[src/sfw_map.vh]
// opcodes, wrap field layout, reset values and cycle timing for the sequencer
`ifndef SFW_MAP_VH
`define SFW_MAP_VH
`define SFW_OP_WRAP 8'h77
`define SFW_OP_PP 8'h02
`define SFW_OP_QPP 8'h32
`define SFW_OP_SE 8'h20
`define SFW_OP_BE32 8'h52
`define SFW_OP_BE64 8'hD8
`define SFW_ADDR_BITS 24
`define SFW_WRAP_DIS_POS 4
`define SFW_WRAP_LEN_HI 6
`define SFW_WRAP_LEN_LO 5
`define SFW_WRAP_RESET 3'h1
`define SFW_CLK_MHZ 10
`define SFW_PP_TIME_US 40
`define SFW_SE_TIME_US 450
`define SFW_BE32_TIME_US 1200
`define SFW_BE64_TIME_US 1600
`define SFW_US_CYC(t) ((t) * `SFW_CLK_MHZ)
`endif

[src/sfw_flash_seq.v]
// command decoder, wrap setting, page program and erase sequencer of a flash
`timescale 1ns/100ps
`include "sfw_map.vh"

// Notes on behaviour
// - wrap command: opcode, 24 ignored bits, config byte
// - only bits six to four of wrap byte used
// - length field picks 8/16/32/64 byte section
// - stored wrap applies until replaced
// - disable bit one means linear reads
// - reset sets wrap disable bit
// - program rejected unless write enable latch set
// - program: opcode, 24-bit address, 1..256 bytes
// - program address wraps within the page
// - program cycle starts only on whole final byte; bytes are written as they arrive
// - program cycle shows busy until done
// - protected targets are skipped
// - quad program also needs quad enable bit
// - 4 KB erase needs latch, fills ones
// - 32 KB erase needs latch, fills ones
// - 64 KB erase needs latch, fills ones
// - erase runs only if select rises after address
// - erase cycle shows busy until done
// - erase completion clears write enable latch
// - wrapped read returns to section start
// - commands during busy are ignored
module sfw_flash_seq #(
    parameter PP_CYC = `SFW_US_CYC(`SFW_PP_TIME_US),
    parameter SE_CYC = `SFW_US_CYC(`SFW_SE_TIME_US),
    parameter BE32_CYC = `SFW_US_CYC(`SFW_BE32_TIME_US),
    parameter BE64_CYC = `SFW_US_CYC(`SFW_BE64_TIME_US)
) (
    input wire i_clock, // system clock
    input wire i_arst_n, // async reset, active low
    input wire i_cs_n, // chip select pin, active low
    input wire i_sclk, // serial clock pin
    input wire i_serial_in_line, // single-line data pin
    input wire [3:0] i_quad_line, // quad lines quad_line_0..quad_line_3
    input wire i_write_enable_latch_set, // pulse: write enable command seen
    input wire i_quad_enable_bit, // quad enable configuration
    input wire i_target_protected, // addressed target locked or protected
    input wire i_wr_ready, // memory array accepts a write word
    input wire [7:0] i_rd_addr_lo, // low address of wrapped read counter
    input wire [7:0] i_rd_start, // wrapped read start address low
    output reg o_busy, // busy flag
    output reg o_write_enable_latch, // write enable latch
    output reg o_wrap_disable_bit, // wrap disabled
    output reg [1:0] o_wrap_length_field, // wrap section length code
    output reg [7:0] o_rd_next_lo, // next wrapped read address low
    output reg o_wr_valid, // program byte valid toward array
    output reg [23:0] o_wr_addr, // program byte address
    output reg [7:0] o_wr_data, // program byte data
    output reg o_erase_pulse, // erase start pulse
    output reg [1:0] o_erase_kind, // 0 4KB, 1 32KB, 2 64KB
    output reg [23:0] o_erase_addr // erase base address
);
    localparam ST_OP = 3'd0;
    localparam ST_ADDR = 3'd1;
    localparam ST_WRAP = 3'd2;
    localparam ST_DATA = 3'd3;
    localparam ST_IGN = 3'd4;

    // two-flop synchronisers; the first stage feeds only the second
    reg [6:0] s1_q;
    reg [6:0] s2_q;
    reg sclk_prev_q;
    always @(posedge i_clock or negedge i_arst_n) begin
        if (!i_arst_n) begin
            // idle pin levels: select high, clock low, so no false edge
            s1_q <= 7'h40;
            s2_q <= 7'h40;
            sclk_prev_q <= 1'b0;
        end else begin
            s1_q <= {i_cs_n, i_sclk, i_serial_in_line, i_quad_line};
            s2_q <= s1_q;
            sclk_prev_q <= s2_q[5];
        end
    end
    wire cs_n = s2_q[6];
    wire rise = s2_q[5] & ~sclk_prev_q & ~cs_n;
    reg cs_prev_q;
    wire cs_rise = cs_n & ~cs_prev_q;

    // section length mask from the wrap length code
    function [7:0] wrap_mask;
        input [1:0] len;
        begin
            case (len)
                2'b00: wrap_mask = 8'h07;
                2'b01: wrap_mask = 8'h0F;
                2'b10: wrap_mask = 8'h1F;
                default: wrap_mask = 8'h3F;
            endcase
        end
    endfunction

    always @(posedge i_clock or negedge i_arst_n) begin
        if (!i_arst_n) begin
            o_rd_next_lo <= 8'h00;
        end else if (o_wrap_disable_bit) begin
            o_rd_next_lo <= i_rd_addr_lo + 8'h01;
        end else begin
            o_rd_next_lo <= (i_rd_start & ~wrap_mask(o_wrap_length_field)) |
                ((i_rd_addr_lo + 8'h01) & wrap_mask(o_wrap_length_field));
        end
    end

    reg [2:0] st_q;
    reg [7:0] op_q;
    reg [7:0] sh_q;
    reg [4:0] cnt_q;
    reg quad_q;
    reg [23:0] addr_q;
    reg have_byte_q;
    reg [20:0] timer_q;
    reg prog_run_q;
    // two-entry buffer between the shifter and the array port
    reg [31:0] fifo_q [0:1];
    reg [1:0] fcnt_q;
    reg fwp_q;
    reg frp_q;
    reg push;
    reg [31:0] push_word;
    wire pop = o_wr_valid & i_wr_ready;
    wire fifo_full = fcnt_q == 2'd2;
    wire [4:0] bits_per = quad_q ? 5'd4 : 5'd1;
    wire [7:0] sh_nx = quad_q ? {sh_q[3:0], s2_q[3:0]} :
        {sh_q[6:0], s2_q[4]};
    wire [7:0] op_nx = {sh_q[6:0], s2_q[4]};
    wire is_erase = (op_q == `SFW_OP_SE) | (op_q == `SFW_OP_BE32) |
        (op_q == `SFW_OP_BE64);

    always @(posedge i_clock or negedge i_arst_n) begin
        if (!i_arst_n) begin
            cs_prev_q <= 1'b1;
            st_q <= ST_OP;
            op_q <= 8'h00;
            sh_q <= 8'h00;
            cnt_q <= 5'd0;
            quad_q <= 1'b0;
            addr_q <= 24'h000000;
            have_byte_q <= 1'b0;
            timer_q <= 21'd0;
            prog_run_q <= 1'b0;
            o_busy <= 1'b0;
            o_write_enable_latch <= 1'b0;
            {o_wrap_length_field, o_wrap_disable_bit} <= `SFW_WRAP_RESET;
            o_erase_pulse <= 1'b0;
            o_erase_kind <= 2'd0;
            o_erase_addr <= 24'h000000;
        end else begin
            cs_prev_q <= cs_n;
            o_erase_pulse <= 1'b0;
            if (i_write_enable_latch_set && !o_busy)
                o_write_enable_latch <= 1'b1;
            if (o_busy) begin
                if (timer_q != 21'd0) begin
                    timer_q <= timer_q - 21'd1;
                end else if (!prog_run_q || fcnt_q == 2'd0) begin
                    o_busy <= 1'b0;
                    o_write_enable_latch <= 1'b0;
                    prog_run_q <= 1'b0;
                end
            end
            if (cs_n) begin
                st_q <= ST_OP;
                cnt_q <= 5'd0;
                quad_q <= 1'b0;
                if (cs_rise && !o_busy && cnt_q == 5'd0) begin
                    // rise only on a byte boundary
                    if (st_q == ST_DATA && have_byte_q) begin
                        o_busy <= 1'b1;
                        prog_run_q <= 1'b1;
                        timer_q <= PP_CYC[20:0];
                    end else if (st_q == ST_IGN && is_erase &&
                            have_byte_q) begin
                        o_busy <= 1'b1;
                        o_erase_pulse <= 1'b1;
                        o_erase_addr <= addr_q;
                        if (op_q == `SFW_OP_SE) begin
                            o_erase_kind <= 2'd0;
                            timer_q <= SE_CYC[20:0];
                        end else if (op_q == `SFW_OP_BE32) begin
                            o_erase_kind <= 2'd1;
                            timer_q <= BE32_CYC[20:0];
                        end else begin
                            o_erase_kind <= 2'd2;
                            timer_q <= BE64_CYC[20:0];
                        end
                    end
                end
                have_byte_q <= 1'b0;
            end else if (rise && !(st_q == ST_DATA && fifo_full)) begin
                case (st_q)
                    ST_OP: begin
                        sh_q <= op_nx;
                        if (cnt_q == 5'd7) begin
                            cnt_q <= 5'd0;
                            op_q <= op_nx;
                            quad_q <= op_nx == `SFW_OP_QPP;
                            if (o_busy)
                                st_q <= ST_IGN;
                            else if (op_nx == `SFW_OP_WRAP)
                                st_q <= ST_ADDR;
                            else if ((op_nx == `SFW_OP_PP ||
                                    (op_nx == `SFW_OP_QPP &&
                                    i_quad_enable_bit)) &&
                                    o_write_enable_latch)
                                st_q <= ST_ADDR;
                            else if ((op_nx == `SFW_OP_SE ||
                                    op_nx == `SFW_OP_BE32 ||
                                    op_nx == `SFW_OP_BE64) &&
                                    o_write_enable_latch)
                                st_q <= ST_ADDR;
                            else
                                st_q <= ST_IGN;
                        end else begin
                            cnt_q <= cnt_q + 5'd1;
                        end
                    end
                    ST_ADDR: begin // msb first
                        addr_q <= quad_q ? {addr_q[19:0], s2_q[3:0]} :
                            {addr_q[22:0], s2_q[4]};
                        if (cnt_q + bits_per >= 5'd24) begin
                            cnt_q <= 5'd0;
                            if (op_q == `SFW_OP_WRAP) begin
                                st_q <= ST_WRAP;
                            end else if (is_erase) begin
                                st_q <= ST_IGN;
                                have_byte_q <= ~i_target_protected;
                            end else if (i_target_protected) begin
                                st_q <= ST_IGN;
                            end else begin
                                st_q <= ST_DATA;
                            end
                        end else begin
                            cnt_q <= cnt_q + bits_per;
                        end
                    end
                    ST_WRAP: begin
                        sh_q <= op_nx;
                        if (cnt_q == 5'd7) begin
                            cnt_q <= 5'd0;
                            st_q <= ST_IGN;
                            o_wrap_disable_bit <= op_nx[`SFW_WRAP_DIS_POS];
                            o_wrap_length_field <=
                                op_nx[`SFW_WRAP_LEN_HI:`SFW_WRAP_LEN_LO];
                        end else begin
                            cnt_q <= cnt_q + 5'd1;
                        end
                    end
                    ST_DATA: begin
                        sh_q <= sh_nx;
                        if (cnt_q + bits_per == 5'd8) begin
                            cnt_q <= 5'd0;
                            have_byte_q <= 1'b1;
                            addr_q[7:0] <= addr_q[7:0] + 8'h01;
                        end else begin
                            cnt_q <= cnt_q + bits_per;
                        end
                    end
                    ST_IGN: begin
                        cnt_q <= (cnt_q == 5'd7) ? 5'd0 : cnt_q + 5'd1;
                        if (is_erase)
                            have_byte_q <= 1'b0; // extra bits drop it
                    end
                    default: st_q <= ST_OP;
                endcase
            end
        end
    end

    // bytes go to the array as they arrive; a late cs_n rise still wrote
    // them, which is the trade for not holding a whole page here
    always @* begin
        push = !cs_n && rise && st_q == ST_DATA && !fifo_full &&
            cnt_q + bits_per == 5'd8;
        push_word = {addr_q, sh_nx};
    end

    always @(posedge i_clock or negedge i_arst_n) begin
        if (!i_arst_n) begin
            fcnt_q <= 2'd0;
            fwp_q <= 1'b0;
            frp_q <= 1'b0;
            o_wr_valid <= 1'b0;
            o_wr_addr <= 24'h000000;
            o_wr_data <= 8'h00;
        end else begin
            if (push) begin
                fifo_q[fwp_q] <= push_word;
                fwp_q <= ~fwp_q;
            end
            if (!o_wr_valid || pop) begin
                if (fcnt_q != 2'd0 && !(fcnt_q == 2'd1 && pop)) begin
                    o_wr_valid <= 1'b1;
                    {o_wr_addr, o_wr_data} <= fifo_q[frp_q];
                    frp_q <= ~frp_q;
                end else begin
                    o_wr_valid <= 1'b0;
                end
            end
            fcnt_q <= fcnt_q + {1'b0, push} -
                {1'b0, (!o_wr_valid || pop) && fcnt_q != 2'd0 &&
                !(fcnt_q == 2'd1 && pop)};
        end
    end
endmodule

[config.mk]
export PLATFORM = sky130hd
export DESIGN_NAME = sfw_flash_seq
export DESIGN_NICKNAME = d
export VERILOG_FILES = /design/src/sfw_flash_seq.v
export VERILOG_INCLUDE_DIRS = /design/src
export SDC_FILE = /design/constraint.sdc
export NUM_CORES = 1
export LEC_CHECK = 0
export ABC_CLOCK_PERIOD_IN_PS = 12200
export BUFFER_PORTS_ARGS = -buffer_cell sky130_fd_sc_hd__buf_4
export CORE_MARGIN = 3
export CORE_UTILIZATION = 60
export DETAILED_ROUTE_END_ITERATION = 16
export PLACE_DENSITY = 0.9
export SLEW_MARGIN = 20
export SYNTH_ARGS = -nofsm -noshare
export SYNTH_HDL_FRONTEND = slang
export SYNTH_SLANG_ARGS = --single-unit
[constraint.sdc]
create_clock -name i_clock -period 12.2 [get_ports i_clock]
set_clock_uncertainty 0.1 [all_clocks]
set_input_delay 2.44 -clock i_clock [delete_from_list [all_inputs] [get_ports i_clock]]
set_output_delay 2.44 -clock i_clock [all_outputs]
set_load 0.01 [all_outputs]
==> results of run 1 <==
==> cell usage in the layout, fill, tap and decap left out, types with 5 or more instances in the layout <==
cell type / instances
ha_1: 10
o21ai_0: 65
a21oi_1: 71
nand3_1: 22
mux2_2: 24
edfxtp_1: 64
o31ai_1: 7
xnor2_1: 17
or2_2: 5
mux2_1: 6
mux2i_1: 55
buf_4: 105
dfrtp_1: 159
nor3_1: 12
clkbuf_8: 7
inv_1: 25
nor4_1: 9
nor2_1: 70
xor2_1: 9
o211ai_1: 8
clkbuf_16: 23
nand2b_1: 7
or3_1: 5
nand2_1: 70
nand4_1: 6
==> metrics by stage <==
step | util, % | total power, mW | hold slack (ps) | instances
floorplan | - | 1.05 | 231 | 870
global placement | 67.9 | 1.15 | 233 | 1150
detailed placement | 67.9 | 1.16 | 235 | 1150
CTS | 72.7 | 1.87 | 248 | 1192
global route | 72.7 | 1.93 | 250 | 1192
finish | 72.7 | 1.86 | 247 | 1192
==> state kept, by name, summed over array words and instances, names as in the netlist, 8 cells and up <==
signal        flops
op_q              8
addr_q           24
o_wr_data         8
o_erase_addr     24
timer_q          21
fifo_q           64
o_rd_next_lo      8
o_wr_addr        24
==> power by group <==
part	leakage, nW	switching [mW]	internal, mW	total, mW
Sequential	2.58	0.0732	0.830	0.903
Clock	0.379	0.290	0.412	0.702
Combinational	1.91	0.143	0.115	0.258
==> layer usage <==
metal / vias to the layer above / routed length [um]
li1: 3337 / -
met1: 3673 / 8820
met2: 368 / 11700
met3: 74 / 1790
met4: 0 / 720
met5: - / 0
==> worst paths after layout <==
check | startpoint | to | slack, ps
max in group asynchronous | i_arst_n | frp_q | 9080
worst min-delay path | s1_q[3] | s2_q[3] | 250
worst min register to register | s1_q[3] | s2_q[3] | 250
worst max-delay path | quad_q | fifo_q[1][2] | 7850
min in group asynchronous | i_arst_n | o_rd_next_lo[1] | 1690
worst max register to register | quad_q | fifo_q[1][2] | 7850
==> area by class of cell <==
type	instances	area share (%)
Sequential cell	228	51.3
Multi-Input combinational cell	574	32.3
Timing Repair Buffer	106	6.80
Clock buffer	34	5.84
Tap cell	216	2.30
Inverter	26	0.830
Clock inverter	8	0.649
==> cells by family after synthesis <==
| logic type | count (synthesis) |
|---|---|
| simple gates | 244 |
| flops | 228 |
| compound gates | 209 |
| mux | 85 |
| buf+inv | 68 |
| xor+xnor | 26 |
| fa+ha+maj | 10 |
==> critical path: stages (launching register included) <==
cell	delay [ps]
dfrtp_1	340
buf_4	480
inv_1	190
ha_1	240
ha_1	230
xor2_1	160
or3_1	390
nor4_1	590
nand4_1	280
nor2_2	580
buf_4	430
==> flow_summary.ini, run 1 <==
[yosys]
synth_simple_gate_area_share_pct = 12.2
synth-edff-count = 64
ys_warn_count = 0
synth_top_family_by_area = compound AO/OA/AOI/OAI gates
synth.most_common_cell = dfrtp_1
async_reset_ff_share_pct = 71.9
synthAdderAreaFrac_pct = 1.24
synth_ff_type = dfrtp_1
ys_seq_elements = 228
syn_nets = 909
syn_area_sq_um = 10100
synth_top_area_share_pct = 39.7
ys_seq_area_share_pct = 59.8
ys_top_cells_by_count = 160 x dfrtp_1, 72 x nor2_1, 71 x a21oi_1
synth-xor-area-share_pct = 2.26
synth.distinct_cells = 80
synthCells = 870
synthMuxAreaShare_pct = 8.81
synth_top_cell_by_area = dfrtp_1
synth_area_per_cell_sq_um = 11.6
synth_compound_area_share_pct = 12.9
yosys-top-cells-area = dfrtp_1 40%, edfxtp_1 19%, mux2i_1 5.5%

[clock_network]
cts_made_buffers = 23
hold_buffers = 0
cts_setup_buffers = 0
clock_path_buffers = 3
clk_pin_slew_ps = 60
cts_root_buf = clkbuf_16
insertion_delay_ps = 520
cts_tree = built
cts_resized = 0
cts.sinks = 228
htree_levels = 1

[setup_path]
start_kind = flop
setup.worst_path.end_class = flop
cp_max_fo = 40
critPathArrivalTime_ps = 4430
worst_r2r_path_depth = 10
worst-setup-path-type = flop to flop
required_ps = 12280

[route]
wl_per_cell_um = 19.3
routed_wl_mm = 23.0
first_pass_iters = 5
avgViaCountPerCell = 6.25
initialDrtViolationCount = 725
route.detailed.drc = 0
ant_nets = 0
vias = 7452

[global_route]
grt-ovfl-total = 0
gr-usage-met2_pct = 42.9
track_usage_pct = 25.2
use_met3_pct = 4.46
grt_util_met1_pct = 32.8
grt_pass1_vias = 7402
grt.busiest_layer = met2
grt_max_degree = 72
antenna_found_initial = 0
grt_pass1_wl_mm = 37.2

[finish]
drive_above_1_share_pct = 20.6
stdcell_area_sq_um = 11800
n_fill_cell = 1035
antenna_cells = 0
syn2layout_area_growth_pct = 16.6
seq_area_sq_um = 6030
nets = 998
multi_input_area_sq_um = 3800

[floorplanning]
core_sq_um = 16200
die_x_um = 136
initial_core_util_pct = 62.3
row_count = 46
dieArea_sq_um = 18400
ioPinCount = 102
die_h_um = 136

[sta]
max_slew_margin_pct = 33.6
fin_crit_ps = 4350
finalMaxSlewViolations = 0
setup_ws_ps = 7850
setup_violations = 0
hold_viol_final = 0
fin_tns_setup_ps = 0
fmax_mhz = 230
fin_crit_sh_pct = 35.6
tightest_slew_ps = 997
rsz0062_at_grt = no

[status]
status = finished, final reports clean

[run]
cap_violations = 0

[place]
portBuffers = 98
place_congestion = 0.880
dpl_cell_area_sq_um = 11000
post-place-ws_ps = 7780
hpwl_mm = 14.3

[pwr]
ir_worst_vdd_mv = 0.147
p_leak_nw = 4.87
power_density_nw_per_um2 = 158

[hold_path]
whs_path_depth = 0
hold_class = flop to flop
No activity file was read; power rests on OpenSTA's default activity.
==> run 2, diff against run 1 <==
--- a/config.mk
+++ b/config.mk
@@ -6,12 +6,12 @@
 export SDC_FILE = /design/constraint.sdc
 export NUM_CORES = 1
 export LEC_CHECK = 0
-export ABC_CLOCK_PERIOD_IN_PS = 12200
+export ABC_CLOCK_PERIOD_IN_PS = 3600
 export BUFFER_PORTS_ARGS = -buffer_cell sky130_fd_sc_hd__buf_4
 export CORE_MARGIN = 3
-export CORE_UTILIZATION = 60
+export CORE_UTILIZATION = 53
 export DETAILED_ROUTE_END_ITERATION = 16
-export PLACE_DENSITY = 0.9
+export PLACE_DENSITY = 0.85
 export SLEW_MARGIN = 20
 export SYNTH_ARGS = -nofsm -noshare
 export SYNTH_HDL_FRONTEND = slang
==> constraint.sdc (replaced) <==
create_clock -name i_clock -period 3.6 [get_ports i_clock]
set_clock_uncertainty 0.1 [all_clocks]
set_input_delay 0.72 -clock i_clock [delete_from_list [all_inputs] [get_ports i_clock]]
set_output_delay 0.72 -clock i_clock [all_outputs]
set_load 0.01 [all_outputs]
==> run 2 against run 1 <==
  * Count of clock-buffer cells in the layout rose by 3
  * Via count is 4.3% lower
  * Global-route usage decreased by 4.4 points
  * Die area up 13%
==> flow_summary.ini, run 2 (same netlist as run 1, synthesis figures left out) <==
[setup_path]
setup.worst_path.end_class = flop
critPathArrivalTime_ps = 3660
cp_max_fo = 9
reg2reg_slack_ps = 280
required_ps = 3940
r2r_start = quad_q
worst-setup-path-type = flop to flop
worst_r2r_path_depth = 12
cp-startpoint = quad_q
crit_end = fcnt_q[1]
r2r-end = fcnt_q[1]
start_kind = flop

[global_route]
grt-ovfl-total = 0
grt_max_degree = 165
grt_pass1_wl_mm = 35.0
antenna_found_initial = 0
track_usage_pct = 20.8
grt_pass1_vias = 6926

[clock_network]
cts_made_buffers = 23
cts_setup_buffers = 0
hold_buffers = 0
cts_tree = built
cts.sinks = 228
htree_levels = 1
clk_pin_slew_ps = 60
cts_resized = 0
cts_root_buf = clkbuf_16
clock_path_buffers = 3
insertion_delay_ps = 520

[floorplanning]
core_sq_um = 18300
ioPinCount = 102
die_x_um = 144
dieArea_sq_um = 20700
initial_core_util_pct = 55.0
row_count = 49
die_h_um = 144

[sta]
rsz0062_at_grt = no
setup_violations = 0
fin_crit_sh_pct = 92.2
max_slew_margin_pct = 33.9
tightest_slew_ps = 991
fin_crit_ps = 3320
holdWs_ps = 208
hold_viol_final = 0
finalMaxSlewViolations = 0
fmax_mhz = 301

[finish]
nets = 1004
syn2layout_area_growth_pct = 17.1
antenna_cells = 0
layout_common_cells = 159 x dfrtp_1, 108 x buf_4, 71 x a21oi_1
final_common_cell = dfrtp_1
top_register = fifo_q
final_cells = 1211
largest_reg_flops = 64
drive_above_1_share_pct = 20.8

[place]
placed_cells = 1169
portBuffers = 98
hpwl_mm = 13.9
place_congestion = 0.905

[route]
route.detailed.drc = 0
initialDrtViolationCount = 535
wl_met2_mm = 10.4
highest_layer = met4
wirelength_met1_mm = 9.10
first_pass_iters = 5
vias = 7132
routed_wl_mm = 21.4
ant_nets = 0
avgViaCountPerCell = 5.89
wl_met3_mm = 1.38
wl_per_cell_um = 17.7

[pwr]
combPwrFrac_pct = 18.1
power_density_nw_per_um2 = 565
power.switching_mw = 1.89
ir_worst_vdd_mv = 0.365
switching_share_pct = 28.4
power_frac_clock_pct = 33.9
p_leak_nw = 5.01
p_int_mw = 4.78
seqPwrFrac_pct = 48.0
power.total_mw = 6.67

[hold_path]
hold_class = primary input to flop

[run]
cap_violations = 0

[status]
status = finished, final reports clean
==> run 2: metal layers <==
layer  up-vias  track usage (%)
met2       252             34.9
met3        43             3.39
met1      3491             28.1
met4         0             6.24
li1       3346                -
met5         -                0
==> run 2: layout make-up <==
class / count / area [sq um]
well taps: 229 / 287
inverters: 26 / 97.6
clock inverters: 5 / 45.0
clock buffers: 37 / 668
multi-input cells: 574 / 3790
fillers: 1313 / 6530
repair buffers: 112 / 882
flip-flops and latches: 228 / 6030
==> run 2: worst min path at each step <==
stage                              start      end  cells after the start
final                     i_quad_line[3]  s1_q[3]                      1
after global routing      i_quad_line[2]  s1_q[2]                      1
after CTS                 i_quad_line[3]  s1_q[3]                      1
after detailed placement         s1_q[2]  s2_q[2]                      0
after global placement           s1_q[4]  s2_q[4]                      0
after floorplan                  s1_q[0]  s2_q[0]                      0
==> run 2: through the flow <==
stage	utilization [%]	cell area, sq um	worst slack (ps)	setup TNS [ps]
detailed placement	60.5	11100	342	0
floorplan	-	10100	-421	-26960
finish	64.4	11800	281	0
CTS	64.4	11800	306	0
global placement	60.5	11100	456	0
global route	64.4	11800	65.1	0
==> run 2: power by group through the flow <==
stage | combinational [mW] | sequential, mW | clock, mW
finish | 1.21 | 3.20 | 2.26
global route | 1.34 | 3.24 | 2.39
CTS | 1.22 | 3.20 | 2.28
detailed placement | 1.21 | 3.25 | 0
global placement | 1.16 | 3.23 | 0
floorplan | 0.723 | 3.17 | 0
==> run 2: critical path, stage by stage (launching register included) <==
cell and delay (ps):
dfrtp_1 530, inv_1 130, ha_1 220, ha_1 220, xor2_1 160, or3_1 380
nor4_1 400, nand3_1 240, ha_1 350, inv_1 40, ha_1 180, xnor2_1 170
xnor2_1 130
